[config.mk]
export PLATFORM = sky130hd
export DESIGN_NAME = ppfs_top
export DESIGN_NICKNAME = d
export VERILOG_FILES = /design/src/verilog/ppfs_pkg.sv /design/src/verilog/ppfs_pwm_core.sv /design/src/verilog/ppfs_top.sv
export SDC_FILE = /design/constraint.sdc
export NUM_CORES = 1
export LEC_CHECK = 0
export ABC_AREA = 1
export BUFFER_PORTS_ARGS = -buffer_cell sky130_fd_sc_hd__buf_2
export CAP_MARGIN = 40
export CELL_PAD_IN_SITES_DETAIL_PLACEMENT = 0
export CELL_PAD_IN_SITES_GLOBAL_PLACEMENT = 2
export CORE_ASPECT_RATIO = 0.5
export CORE_MARGIN = 2
export CORE_UTILIZATION = 33
export DETAILED_ROUTE_END_ITERATION = 12
export HOLD_SLACK_MARGIN = 0.02
export PLACE_DENSITY_LB_ADDON = 0.1
export SYNTH_ARGS = -nofsm -noshare
export SYNTH_HDL_FRONTEND = slang
export SYNTH_SLANG_ARGS = --single-unit
export TNS_END_PERCENT = 30
[constraint.sdc]
create_clock -name clock_in -period 8.51 [get_ports clock_in]
set_input_delay 1.702 -clock clock_in [delete_from_list [all_inputs] [get_ports clock_in]]
set_output_delay 1.702 -clock clock_in [all_outputs]
set_load 0.05 [all_outputs]
[src/verilog/ppfs_pkg.sv]
// Package for the pump PWM and fail-safe control block
package ppfs_pkg;
    // Register byte offsets
    localparam logic [7:0] REG_CTRL = 8'h00;
    localparam logic [7:0] REG_SETTING = 8'h04;
    localparam logic [7:0] REG_STATUS = 8'h08;
    localparam logic [7:0] REG_MASK = 8'h0c;
    localparam logic [7:0] REG_FAULT = 8'h10;
    // Control field positions
    localparam int CTRL_PUMP_EN = 0;
    localparam int CTRL_FS_ON = 1;
    localparam int CTRL_FS_AUTO_OFF = 2;
    localparam int CTRL_THR_LO = 4;
    // Setting field positions
    localparam int SET_PERIOD_LO = 0;
    localparam int SET_DUTY_LO = 8;
    // Service fault bit of the pump short
    localparam int FAULT_PUMP_SHORT = 11;
    // Status event bits
    localparam int EV_SHORT = 0;
    localparam int EV_PERIOD = 1;
    // Reset values
    localparam logic [7:0] RST_PERIOD = 8'h00;
    localparam logic [7:0] RST_DUTY = 8'h00;
    localparam logic [1:0] RST_THR = 2'h0;
    localparam logic [1:0] RST_MASK = 2'h0;
    // Decoding limits
    localparam logic [7:0] PERIOD_MIN_SETTING = 8'h08;
    localparam logic [8:0] PERIOD_MIN_TICKS = 9'h009;
    localparam logic [7:0] DUTY_FULL = 8'h80;
    localparam int DUTY_STEPS = 128;
    // Base tick: 6,25 us, since 9 ticks give 56,25 us
    localparam int BASE_TICK_NS = 6250;
    localparam int CLK_PERIOD_NS = 8;
    localparam int BASE_TICK_CYCLES = BASE_TICK_NS / CLK_PERIOD_NS;
    // Short detection blank time, least figure
    localparam int BLANK_US = 7;
    localparam int BLANK_CYCLES = (BLANK_US * 1000 + CLK_PERIOD_NS - 1) / CLK_PERIOD_NS;
    localparam logic [1:0] AXI_OKAY = 2'b00;
    localparam logic [1:0] AXI_SLVERR = 2'b10;
    // Settings carried as one unit
    typedef struct packed {
        logic [7:0] period;
        logic [7:0] duty;
    } ppfs_pwm_cfg_t;
endpackage

[src/verilog/ppfs_pwm_core.sv]
// PWM generator with base tick divider and period-start setting load
module ppfs_pwm_core
(
    input wire logic clock_in,
    input wire logic reset_in,
    input wire logic run_in,
    input wire ppfs_pkg::ppfs_pwm_cfg_t cfg_in,
    output logic pwm_out,
    output logic period_start_out
);
    import ppfs_pkg::*;

    // Ticks per period from the period setting
    function automatic logic [8:0] period_ticks(input logic [7:0] s);
        if (s < PERIOD_MIN_SETTING)
            period_ticks = PERIOD_MIN_TICKS;
        else
            period_ticks = {1'b0, s} + 9'h001;
    endfunction

    logic [15:0] div_count;
    logic tick;
    logic [15:0] sub_count;
    logic [8:0] tick_count;
    ppfs_pwm_cfg_t active;
    logic [23:0] on_cycles;
    logic [23:0] pos;

    // Base tick divider
    always_ff @(posedge clock_in)
    begin
        if (reset_in || !run_in)
            div_count <= 16'h0000;
        else if (div_count == 16'(BASE_TICK_CYCLES - 1))
            div_count <= 16'h0000;
        else
            div_count <= div_count + 16'h0001;
    end
    assign tick = run_in && (div_count == 16'(BASE_TICK_CYCLES - 1));

    // Tick counter within the period
    // period in base ticks
    always_ff @(posedge clock_in)
    begin
        if (reset_in || !run_in)
            tick_count <= 9'h000;
        else if (tick)
        begin
            if (tick_count == period_ticks(active.period) - 9'h001)
                tick_count <= 9'h000;
            else
                tick_count <= tick_count + 9'h001;
        end
    end

    // Period start marker
    assign period_start_out = run_in && (div_count == 16'h0000) && (tick_count == 9'h000);

    always_ff @(posedge clock_in)
    begin
        if (reset_in)
            active <= '{period: RST_PERIOD, duty: RST_DUTY};
        else if (!run_in || period_start_out)
            active <= cfg_in;
    end

    always_comb
    begin
        pos = 24'(tick_count) * 24'(BASE_TICK_CYCLES) + 24'(div_count);
        if (active.duty >= DUTY_FULL)
            on_cycles = 24'hff_ffff;
        else
            on_cycles = 24'((32'(period_ticks(active.period)) * 32'(BASE_TICK_CYCLES)
                * 32'(active.duty)) / DUTY_STEPS);
    end

    // Registered gate waveform
    always_ff @(posedge clock_in)
    begin
        if (reset_in || !run_in)
            pwm_out <= 1'b0;
        else
            pwm_out <= (pos < on_cycles);
    end

    property p_full_on;
        @(posedge clock_in) disable iff (reset_in)
        (run_in && active.duty >= DUTY_FULL) ##1 run_in |-> pwm_out;
    endproperty
    a_full_on: assert property (p_full_on) else $error("gate not full on");

    property p_zero_duty;
        @(posedge clock_in) disable iff (reset_in)
        (active.duty == 8'h00) |=> !pwm_out;
    endproperty
    a_zero_duty: assert property (p_zero_duty) else $error("gate on at zero duty");

    property p_stable_mid;
        @(posedge clock_in) disable iff (reset_in)
        (run_in && $past(run_in) && !$past(period_start_out)) |-> $stable(active);
    endproperty
    a_stable_mid: assert property (p_stable_mid) else $error("settings changed mid period");

    property p_min_period;
        @(posedge clock_in) disable iff (reset_in)
        tick_count <= period_ticks(active.period) - 9'h001;
    endproperty
    a_min_period: assert property (p_min_period) else $error("tick count beyond period");
endmodule

[src/verilog/ppfs_top.sv]
// Pump PWM pre-driver and fail-safe switch control with AXI4-Lite registers
module ppfs_top
(
    input wire logic clock_in,
    input wire logic reset_in,
    input wire logic [7:0] s_axi_awaddr_in,
    input wire logic s_axi_awvalid_in,
    output logic s_axi_awready_out,
    input wire logic [31:0] s_axi_wdata_in,
    input wire logic [3:0] s_axi_wstrb_in,
    input wire logic s_axi_wvalid_in,
    output logic s_axi_wready_out,
    output logic [1:0] s_axi_bresp_out,
    output logic s_axi_bvalid_out,
    input wire logic s_axi_bready_in,
    input wire logic [7:0] s_axi_araddr_in,
    input wire logic s_axi_arvalid_in,
    output logic s_axi_arready_out,
    output logic [31:0] s_axi_rdata_out,
    output logic [1:0] s_axi_rresp_out,
    output logic s_axi_rvalid_out,
    input wire logic s_axi_rready_in,
    input wire logic short_detect_in,
    output logic [1:0] short_threshold_code_out,
    output logic pump_gate_output_out,
    output logic failsafe_gate_output_out,
    output logic interrupt_output_pin_out
);
    import ppfs_pkg::*;

    logic pump_en;
    logic fs_on;
    logic fs_auto_off;
    logic [1:0] thr_code;
    ppfs_pwm_cfg_t cfg;
    logic [1:0] status;
    logic [1:0] mask;
    logic fault;
    logic short_meta;
    logic short_sync;
    logic [15:0] blank_count;
    logic detect;
    logic pwm;
    logic period_start;
    logic run;
    logic aw_held;
    logic w_held;
    logic [7:0] aw_addr;
    logic [31:0] w_data;
    logic [3:0] w_strb;
    logic do_write;
    logic do_read;
    logic fault_read;
    logic [31:0] read_word;
    logic read_ok;

    // Write address and data capture, either order
    always_ff @(posedge clock_in)
    begin
        if (reset_in)
        begin
            aw_held <= 1'b0;
            w_held <= 1'b0;
            aw_addr <= 8'h00;
            w_data <= 32'h0000_0000;
            w_strb <= 4'h0;
        end
        else
        begin
            if (s_axi_awvalid_in && s_axi_awready_out)
            begin
                aw_held <= 1'b1;
                aw_addr <= s_axi_awaddr_in;
            end
            else if (do_write)
                aw_held <= 1'b0;
            if (s_axi_wvalid_in && s_axi_wready_out)
            begin
                w_held <= 1'b1;
                w_data <= s_axi_wdata_in;
                w_strb <= s_axi_wstrb_in;
            end
            else if (do_write)
                w_held <= 1'b0;
        end
    end
    assign s_axi_awready_out = !aw_held && !s_axi_bvalid_out;
    assign s_axi_wready_out = !w_held && !s_axi_bvalid_out;
    assign do_write = aw_held && w_held && !s_axi_bvalid_out;

    // Write response
    always_ff @(posedge clock_in)
    begin
        if (reset_in)
        begin
            s_axi_bvalid_out <= 1'b0;
            s_axi_bresp_out <= AXI_OKAY;
        end
        else if (do_write)
        begin
            s_axi_bvalid_out <= 1'b1;
            s_axi_bresp_out <= (aw_addr[7:2] <= REG_FAULT[7:2]) ? AXI_OKAY : AXI_SLVERR;
        end
        else if (s_axi_bready_in)
            s_axi_bvalid_out <= 1'b0;
    end

    // Control and setting registers, byte lanes honoured
    // threshold code select
    always_ff @(posedge clock_in)
    begin
        if (reset_in)
        begin
            pump_en <= 1'b0;
            fs_on <= 1'b0;
            fs_auto_off <= 1'b0;
            thr_code <= RST_THR;
            cfg <= '{period: RST_PERIOD, duty: RST_DUTY};
            mask <= RST_MASK;
        end
        else if (do_write)
        begin
            if (aw_addr[7:2] == REG_CTRL[7:2] && w_strb[0])
            begin
                pump_en <= w_data[CTRL_PUMP_EN];
                fs_on <= w_data[CTRL_FS_ON];
                fs_auto_off <= w_data[CTRL_FS_AUTO_OFF];
                thr_code <= w_data[CTRL_THR_LO +: 2];
            end
            if (aw_addr[7:2] == REG_SETTING[7:2])
            begin
                if (w_strb[0])
                    cfg.period <= w_data[SET_PERIOD_LO +: 8];
                if (w_strb[1])
                    cfg.duty <= w_data[SET_DUTY_LO +: 8];
            end
            if (aw_addr[7:2] == REG_MASK[7:2] && w_strb[0])
                mask <= w_data[1:0];
        end
    end

    // Read channel
    assign do_read = s_axi_arvalid_in && s_axi_arready_out;
    assign s_axi_arready_out = !s_axi_rvalid_out;
    always_comb
    begin
        read_word = 32'h0000_0000;
        read_ok = 1'b1;
        case (s_axi_araddr_in[7:2])
            REG_CTRL[7:2]:
            begin
                read_word[CTRL_PUMP_EN] = pump_en;
                read_word[CTRL_FS_ON] = fs_on;
                read_word[CTRL_FS_AUTO_OFF] = fs_auto_off;
                read_word[CTRL_THR_LO +: 2] = thr_code;
            end
            REG_SETTING[7:2]:
            begin
                read_word[SET_PERIOD_LO +: 8] = cfg.period;
                read_word[SET_DUTY_LO +: 8] = cfg.duty;
            end
            REG_STATUS[7:2]: read_word[1:0] = status;
            REG_MASK[7:2]: read_word[1:0] = mask;
            REG_FAULT[7:2]: read_word[FAULT_PUMP_SHORT] = fault;
            default: read_ok = 1'b0;
        endcase
    end
    assign fault_read = do_read && (s_axi_araddr_in[7:2] == REG_FAULT[7:2]);

    // Read data held until taken
    always_ff @(posedge clock_in)
    begin
        if (reset_in)
        begin
            s_axi_rvalid_out <= 1'b0;
            s_axi_rdata_out <= 32'h0000_0000;
            s_axi_rresp_out <= AXI_OKAY;
        end
        else if (do_read)
        begin
            s_axi_rvalid_out <= 1'b1;
            s_axi_rdata_out <= read_word;
            s_axi_rresp_out <= read_ok ? AXI_OKAY : AXI_SLVERR;
        end
        else if (s_axi_rready_in)
            s_axi_rvalid_out <= 1'b0;
    end

    // Short comparator input synchroniser
    always_ff @(posedge clock_in)
    begin
        if (reset_in)
        begin
            short_meta <= 1'b0;
            short_sync <= 1'b0;
        end
        else
        begin
            short_meta <= short_detect_in;
            short_sync <= short_meta;
        end
    end

    // Blank time after each gate turn-on
    always_ff @(posedge clock_in)
    begin
        if (reset_in || !pwm)
            blank_count <= 16'h0000;
        else if (blank_count != 16'(BLANK_CYCLES))
            blank_count <= blank_count + 16'h0001;
    end

    assign detect = pump_en && pwm && short_sync && (blank_count == 16'(BLANK_CYCLES));

    always_ff @(posedge clock_in)
    begin
        if (reset_in)
            fault <= 1'b0;
        else if (detect)
            fault <= 1'b1;
        else if (fault_read)
            fault <= 1'b0;
    end

    // Sticky events, write one clears, set wins
    always_ff @(posedge clock_in)
    begin
        if (reset_in)
            status <= 2'b00;
        else
        begin
            if (do_write && aw_addr[7:2] == REG_STATUS[7:2] && w_strb[0])
                status <= (status & ~w_data[1:0]);
            if (detect)
                status[EV_SHORT] <= 1'b1;
            if (period_start)
                status[EV_PERIOD] <= 1'b1;
        end
    end

    assign interrupt_output_pin_out = |(status & mask);

    assign run = pump_en && !fault;

    ppfs_pwm_core u_core
    (
        .clock_in(clock_in),
        .reset_in(reset_in),
        .run_in(run),
        .cfg_in(cfg),
        .pwm_out(pwm),
        .period_start_out(period_start)
    );

    assign pump_gate_output_out = pwm && !fault && !detect;
    assign short_threshold_code_out = thr_code;
    assign failsafe_gate_output_out = fs_on && !(fs_auto_off && fault);

    property p_gate_off;
        @(posedge clock_in) disable iff (reset_in)
        fault |-> !pump_gate_output_out;
    endproperty
    a_gate_off: assert property (p_gate_off) else $error("gate on during fault");

    property p_latch;
        @(posedge clock_in) disable iff (reset_in)
        (fault && !fault_read) |=> fault;
    endproperty
    a_latch: assert property (p_latch) else $error("fault dropped without read");

    property p_set;
        @(posedge clock_in) disable iff (reset_in)
        detect |=> fault && status[EV_SHORT];
    endproperty
    a_set: assert property (p_set) else $error("short not latched");

    property p_enable_only;
        @(posedge clock_in) disable iff (reset_in)
        (!pump_en && !fault) |=> !fault;
    endproperty
    a_enable_only: assert property (p_enable_only) else $error("detect while disabled");

    property p_resume;
        @(posedge clock_in) disable iff (reset_in)
        ($fell(fault) && pump_en) |-> (run && period_start);
    endproperty
    a_resume: assert property (p_resume) else $error("no restart after clear");

    property p_failsafe;
        @(posedge clock_in) disable iff (reset_in)
        !fault |-> failsafe_gate_output_out == fs_on;
    endproperty
    a_failsafe: assert property (p_failsafe) else $error("fail-safe not as commanded");

    property p_fs_off;
        @(posedge clock_in) disable iff (reset_in)
        (fault && fs_auto_off) |-> !failsafe_gate_output_out;
    endproperty
    a_fs_off: assert property (p_fs_off) else $error("fail-safe on in fault");

    property p_irq;
        @(posedge clock_in) disable iff (reset_in)
        (detect && mask[EV_SHORT]) |=> interrupt_output_pin_out;
    endproperty
    a_irq: assert property (p_irq) else $error("no interrupt on short");

    property p_thr;
        @(posedge clock_in) disable iff (reset_in)
        short_threshold_code_out == thr_code;
    endproperty
    a_thr: assert property (p_thr) else $error("threshold code mismatch");
endmodule

==> impl_metrics.yaml, run 1 <==
floorplanning:
  dieWidth_microns: 302
  initial_core_util_pct: 33.6
  die_y_microns: 153
  core_area_sq_um: 43700
  ios: 106
  fp-row-count: 54
  dieArea_sq_um: 46300
drt:
  vias: 12941
  ant_nets: 0
  drt-vias-per-instance: 4.60
  drt_wl_total_mm: 42.9
  wl_per_cell_microns: 15.2
  dr.pass1.iters: 4
  drc_errors: 0
  drt_iter0_markers: 536
timing:
  worst_pin_slew_ps: 766
  final.min_clock_period_ps: 8580
  final_hold_viol_count: 0
  rsz0062_at_grt: "true"
  slew_violations: 0
  setup_viol: 1
  fmax_mhz: 117
  slew_headroom_pct: 48.9
  setup_slack_ps: -72.4
  period_share_pct: 101
  fin_worst_skew_ps: 15.1
  tns_ps: -72.4
power_and_ir_drop:
  ir_worst_vdd_v: 0.000123
  pwr-share-seq_pct: 41.3
  p_leak_nw: 9.26
  combPwrFrac_pct: 10.7
  power.share.switching_pct: 27.9
  power_density_nw_per_um2: 84.0
  power.internal_w: 0.00113
  p_clk_share_pct: 47.9
  switching_power_w: 0.000437
worst_setup_path:
  cp.arrival_ps: 8960
  timing.critical_path.mode_cell: "inv_2"
  crit_path_end_kind: "register"
  path_class: "reg -> reg"
  cp_slowest_cell: "fa_1"
  start_kind: "register"
  r2r_setup_slack_ps: -70
  r2r_cells: 48
  required_ps: 8880
  cp_slowest_stage_delay_ps: 580
  cp_max_fo: 4
layout:
  multi_input_comb_area_sq_um: 11200
  area_growth_syn_to_layout_pct: 27.0
  fill_cells: 4603
  seq_area_sq_um: 2650
  drive_above_1_share_pct: 22.7
  fin_nets: 2599
  antenna_cells: 0
  layout.cells.non_filler: 2814
  utilization_pct: 42.6
logic_synthesis:
  ys_ff_latch: 132
  synth_edf_count: 0
  synth_flop_cell: "dfxtp_1"
  async_reset_ff_share_pct: 0
  syn_area_sq_um: 14700
  yosys.area.top_type: "fa_1"
  syn_area_per_cell_sq_um: 7.48
  yosysUniqueCellTypes: 61
  synth.area.top_cells: "fa_1 19%, dfxtp_1 18%, ha_1 16%"
  ys_warn_count: 0
  syn_inst: 1963
  ys_seq_area_share_pct: 18.0
  synth.top_cell.area_share_pct: 18.5
clock_tree:
  insertion_delay_ps: 430
  cts_tree: "built"
  clockBufferDepth: 2
  htree_levels: 4
  cts-root-buf: "clkbuf_16"
  cts.sinks: 132
  cts_made_buffers: 17
  path_clk_slew_ps: 70
status:
  violations: "negative setup slack"
  outcome: "complete, but fails checks"
global_routing:
  grtUsageTotal_pct: 18.9
  grt_pass1_wl_mm: 69.1
  grt_pass1_vias: 12747
  antenna_found_initial: 1
  overflow: 0
  grt_max_degree: 80
placement:
  gp_congestion: 0.803
  hpwl_mm: 35.6
  place.port_buffers: 65
  numPlacedInstances: 2753
worst_hold_path:
  hp-class: "reg -> reg"
  hold_path_depth: 2
flow_run:
  max_cap_viol_count: 0
## per-layer routing
metal | vias to the layer above | GRT usage, % | share of wire (%)
li1 | 6675 | - | -
met1 | 6132 | 29.1 | 55
met2 | 116 | 28.7 | 43
met3 | 18 | 1.95 | 1.9
met4 | 0 | 3.02 | 0.62
met5 | - | 0 | 0
## cells in the mapped netlist (all sizes together) (6+ instances only)
master  count
inv       401
xnor2      11
dfxtp     132
o21ai     127
a211oi      6
xor2       39
nor4       10
clkbuf     33
fa        136
ha        190
nand3      47
a31oi       9
a21oi     149
nor2      276
nor3       38
or2         9
o21a        6
nand2     265
buf        21
nand4      19
## power by group through the flow
stage / sequential (W) / combinational [W] / clock (W)
2_1_floorplan: 0.000677 / 0.0000976 / 0
3_3_place_gp: 0.000661 / 0.000159 / 0
3_5_place_dp: 0.000661 / 0.000161 / 0
4_1_cts: 0.000647 / 0.000167 / 0.000773
5_1_grt: 0.000649 / 0.000187 / 0.000802
6_report: 0.000647 / 0.000168 / 0.000750
## sequential cells by signal (all words and copies together), names as in the netlist, 2 cells and up
signal,count
u_core.active,16
status,2
u_core.tick_count,9
w_data,16
w_strb,2
u_core.div_count,16
blank_count,16
short_threshold_code_out,2
mask,2
aw_addr,6
s_axi_rdata_out,16
cfg,16
## what timing repair did
item                       4_1_cts  5_1_grt
gates resized for setup        154       48
hold buffers                     0        0
setup endpoints to repair        1        1
setup buffers                   26        3
pin swaps                       95       64
## logic make-up (layout without fill, tap and decap cells)
family | Yosys count | after routing | share of synthesized area (%)
adders and majority gates | 326 | 326 | 34.7
buffers and inverters | 460 | 706 | 12.3
DFF | 132 | 132 | 18.0
other | 1 | 18 | 0.0255
xor gates and xnor gates | 50 | 50 | 3.14
and+or+nand+nor | 670 | 670 | 19.6
AOI/OAI and AO/OA | 324 | 324 | 12.3
## through the flow
| step | instance area (sq um) | total power, W | hold WS [ps] | setup slack, ps |
|---|---|---|---|---|
| final | 18600 | 0.00157 | 407 | -72.4 |
| after global routing | 18600 | 0.00164 | 438 | -516 |
| after detailed placement | 16900 | 0.000822 | 402 | -660 |
| after global placement | 16900 | 0.000820 | 399 | -571 |
| after floorplan | 14700 | 0.000774 | 388 | 42.4 |
| after CTS | 18400 | 0.00159 | 411 | -94.7 |
## worst max-delay path, delay by kind of cell, from the launching register on
family | cells | cell delay, ps
AOI/OAI and AO/OA | 10 | 1430
and+or+nand+nor | 11 | 960
DFF | 1 | 370
buffers and inverters | 14 | 1210
adders and majority gates | 12 | 4430
xor gates and xnor gates | 1 | 140
## layout make-up
type                    instances  area share [%]
multi-input cells            1388            60.1
flip-flops and latches        132            14.2
repair buffers                268            10.3
inverters                     406            8.20
well taps                     588            3.95
clock buffers                  17            2.28
clock inverters                15           0.913
## cells in the final DEF, fill, tap and decap left out, types with 65 or more instances in the layout
cell	instances
o21ai_0	106
inv_1	375
a21oi_1	121
nor2_1	241
buf_2	65
fa_1	133
ha_1	163
dfxtp_1	130
nand2_1	237
buf_4	192
## final timing paths
check,endpoint,start
worst max-delay path,u_core.pwm_out,u_core.active[8]
worst min-delay path,short_sync,short_meta
worst max register to register,u_core.pwm_out,u_core.active[8]
worst min register to register,short_sync,short_meta
(Power assumes the default switching activity.)
==> run 2: changes to the inputs <==
--- a/config.mk
+++ b/config.mk
@@ -14,6 +14,7 @@
 export CORE_MARGIN = 2
 export CORE_UTILIZATION = 33
 export DETAILED_ROUTE_END_ITERATION = 12
+export GPL_TIMING_DRIVEN = 0
 export HOLD_SLACK_MARGIN = 0.02
 export PLACE_DENSITY_LB_ADDON = 0.1
 export SYNTH_ARGS = -nofsm -noshare
==> constraint.sdc (replaced) <==
create_clock -name clock_in -period 8.51 [get_ports clock_in]
set_input_delay 0.4255 -clock clock_in [delete_from_list [all_inputs] [get_ports clock_in]]
set_output_delay 0.4255 -clock clock_in [all_outputs]
set_load 0.05 [all_outputs]
==> impl_metrics.yaml, run 2 (synthesis results as in run 1) <==
status:
  outcome: "complete, but fails checks"
  violations: "negative setup slack"
floorplanning:
  die_y_microns: 153
  dieArea_sq_um: 46300
  dieWidth_microns: 302
  core_area_sq_um: 43700
  fp-row-count: 54
  initial_core_util_pct: 33.6
  ios: 106
drt:
  dr.pass1.iters: 5
  drc_errors: 0
  drt_wl_total_mm: 43.3
  vias: 12599
  wl_per_cell_microns: 16.0
  ant_nets: 0
  drt_iter0_markers: 596
  drt-vias-per-instance: 4.64
clock_tree:
  cts-root-buf: "clkbuf_16"
  clockBufferDepth: 2
  htree_levels: 4
  insertion_delay_ps: 440
  hold_buffers: 0
  cts.sinks: 132
  cts_tree: "built"
  path_clk_slew_ps: 70
  cts_made_buffers: 17
global_routing:
  use_met2_pct: 29.5
  top_usage_layer: "met1"
  grtUsageTotal_pct: 19.3
  overflow: 0
  antenna_found_initial: 0
  grt_util_met3_pct: 1.90
  grt_max_degree: 17
  grt_pass1_vias: 12618
  grt_pass1_wl_mm: 70.1
  gr-usage-met1_pct: 29.6
worst_setup_path:
  cp_slowest_stage_delay_ps: 540
  required_ps: 8850
  cp_slowest_cell: "fa_1"
  timing.critical_path.mode_cell: "ha_4"
  r2r_cells: 44
  cp.arrival_ps: 9090
  path_class: "reg -> reg"
  cp_max_fo: 4
  start_kind: "register"
  crit_path_end_kind: "register"
timing:
  slew_headroom_pct: 49.7
  rsz0062_at_grt: "true"
  period_share_pct: 103
  fmax_mhz: 114
  worst_pin_slew_ps: 755
  tns_ps: -240
  fin_worst_skew_ps: 24.4
  final.min_clock_period_ps: 8750
  setup_viol: 1
  setup_slack_ps: -240
  final_hold_viol_count: 0
  slew_violations: 0
power_and_ir_drop:
  power.share.switching_pct: 27.2
  switching_power_w: 0.000435
  pwr-share-seq_pct: 40.4
  ir_worst_vdd_v: 0.000124
  combPwrFrac_pct: 10.7
  power.internal_w: 0.00117
  power_density_nw_per_um2: 89.7
  p_leak_nw: 8.69
  p_clk_share_pct: 48.9
placement:
  gp_congestion: 0.818
  place.port_buffers: 65
  dp_slack_ps: -1780
  hpwl_mm: 35.9
  placed_area_sq_um: 15800
worst_hold_path:
  hp-class: "in -> reg"
  hold_path_depth: 3
layout:
  final_cell_mix: "372 x inv_1, 243 x nor2_1, 237 x nand2_1"
  area_growth_syn_to_layout_pct: 21.6
  final_area_sq_um: 17800
  multi_input_comb_area_sq_um: 11300
  utilization_pct: 40.8
  seq_area_sq_um: 2660
  mostFrequentLayoutCell: "inv_1"
  drive_above_1_share_pct: 17.8
  fin_nets: 2501
  fill_cells: 4604
  antenna_cells: 0
flow_run:
  max_cap_viol_count: 0
run 2: cell types whose count changed in the layout (fill, tap and decap cells not counted), sizes merged, moves of 3 or more:
cell	previous run	this run
clkbuf	17	51
inv	408	403
buf	268	137
clkinvlp	1	4
run 2: power by group through the flow:
stage               clock network [W]   logic, W  registers (W)
global placement                    0   0.000161       0.000661
CTS                          0.000805   0.000170       0.000647
global route                 0.000829   0.000189       0.000649
detailed placement                  0   0.000161       0.000661
floorplan                           0  0.0000976       0.000677
finish                       0.000784   0.000171       0.000646
run 2: worst paths after layout:
| check | from | to | slack (ps) |
|---|---|---|---|
| max | u_core.active[8] | u_core.pwm_out | -240 |
| min reg2reg | short_meta | short_sync | 410 |
| min | short_detect_in | short_meta | 190 |
| max reg2reg | u_core.active[8] | u_core.pwm_out | -240 |
run 2: per-stage QoR:
| stage | hold slack (ps) | power [W] | std cells |
|---|---|---|---|
| 6_report | 186 | 0.00160 | 2716 |
| 5_1_grt | 181 | 0.00167 | 2716 |
| 4_1_cts | 170 | 0.00162 | 2704 |
| 3_5_place_dp | 402 | 0.000822 | 2636 |
| 3_3_place_gp | 404 | 0.000822 | 2633 |
| 2_1_floorplan | 388 | 0.000774 | 1980 |
run 2: repair_timing:
action                                  in CTS  in global routing
resized for setup                          163                 72
buffers inserted                            36                 13
endpoints found under the setup margin       1                  1
endpoints found under the hold margin        0                  0
pin swaps                                   68                 61
run 2: layout make-up:
cell class / instances / share of cell area, %
Buffer: 53 / 1.50
Clock buffer: 19 / 2.54
Clock inverter: 13 / 0.968
Inverter: 406 / 8.61
Multi-Input combinational cell: 1388 / 63.3
Sequential cell: 132 / 14.9
Tap cell: 588 / 4.12
Timing Repair Buffer: 117 / 4.12
run 2: critical path: cells and delay by family (launching register included):
family	cells	cell delay [ps]
flops	1	380
fa+ha+maj	12	4570
buf+inv	8	570
simple gates	13	1230
compound gates	10	1730
xor+xnor	1	180
run 2: layer usage:
layer | part of all wire, % | routed length [microns]
met4 | 0.63 | 271
met5 | 0 | 0
met1 | 54 | 23500
met3 | 2.2 | 935
met2 | 43 | 18700
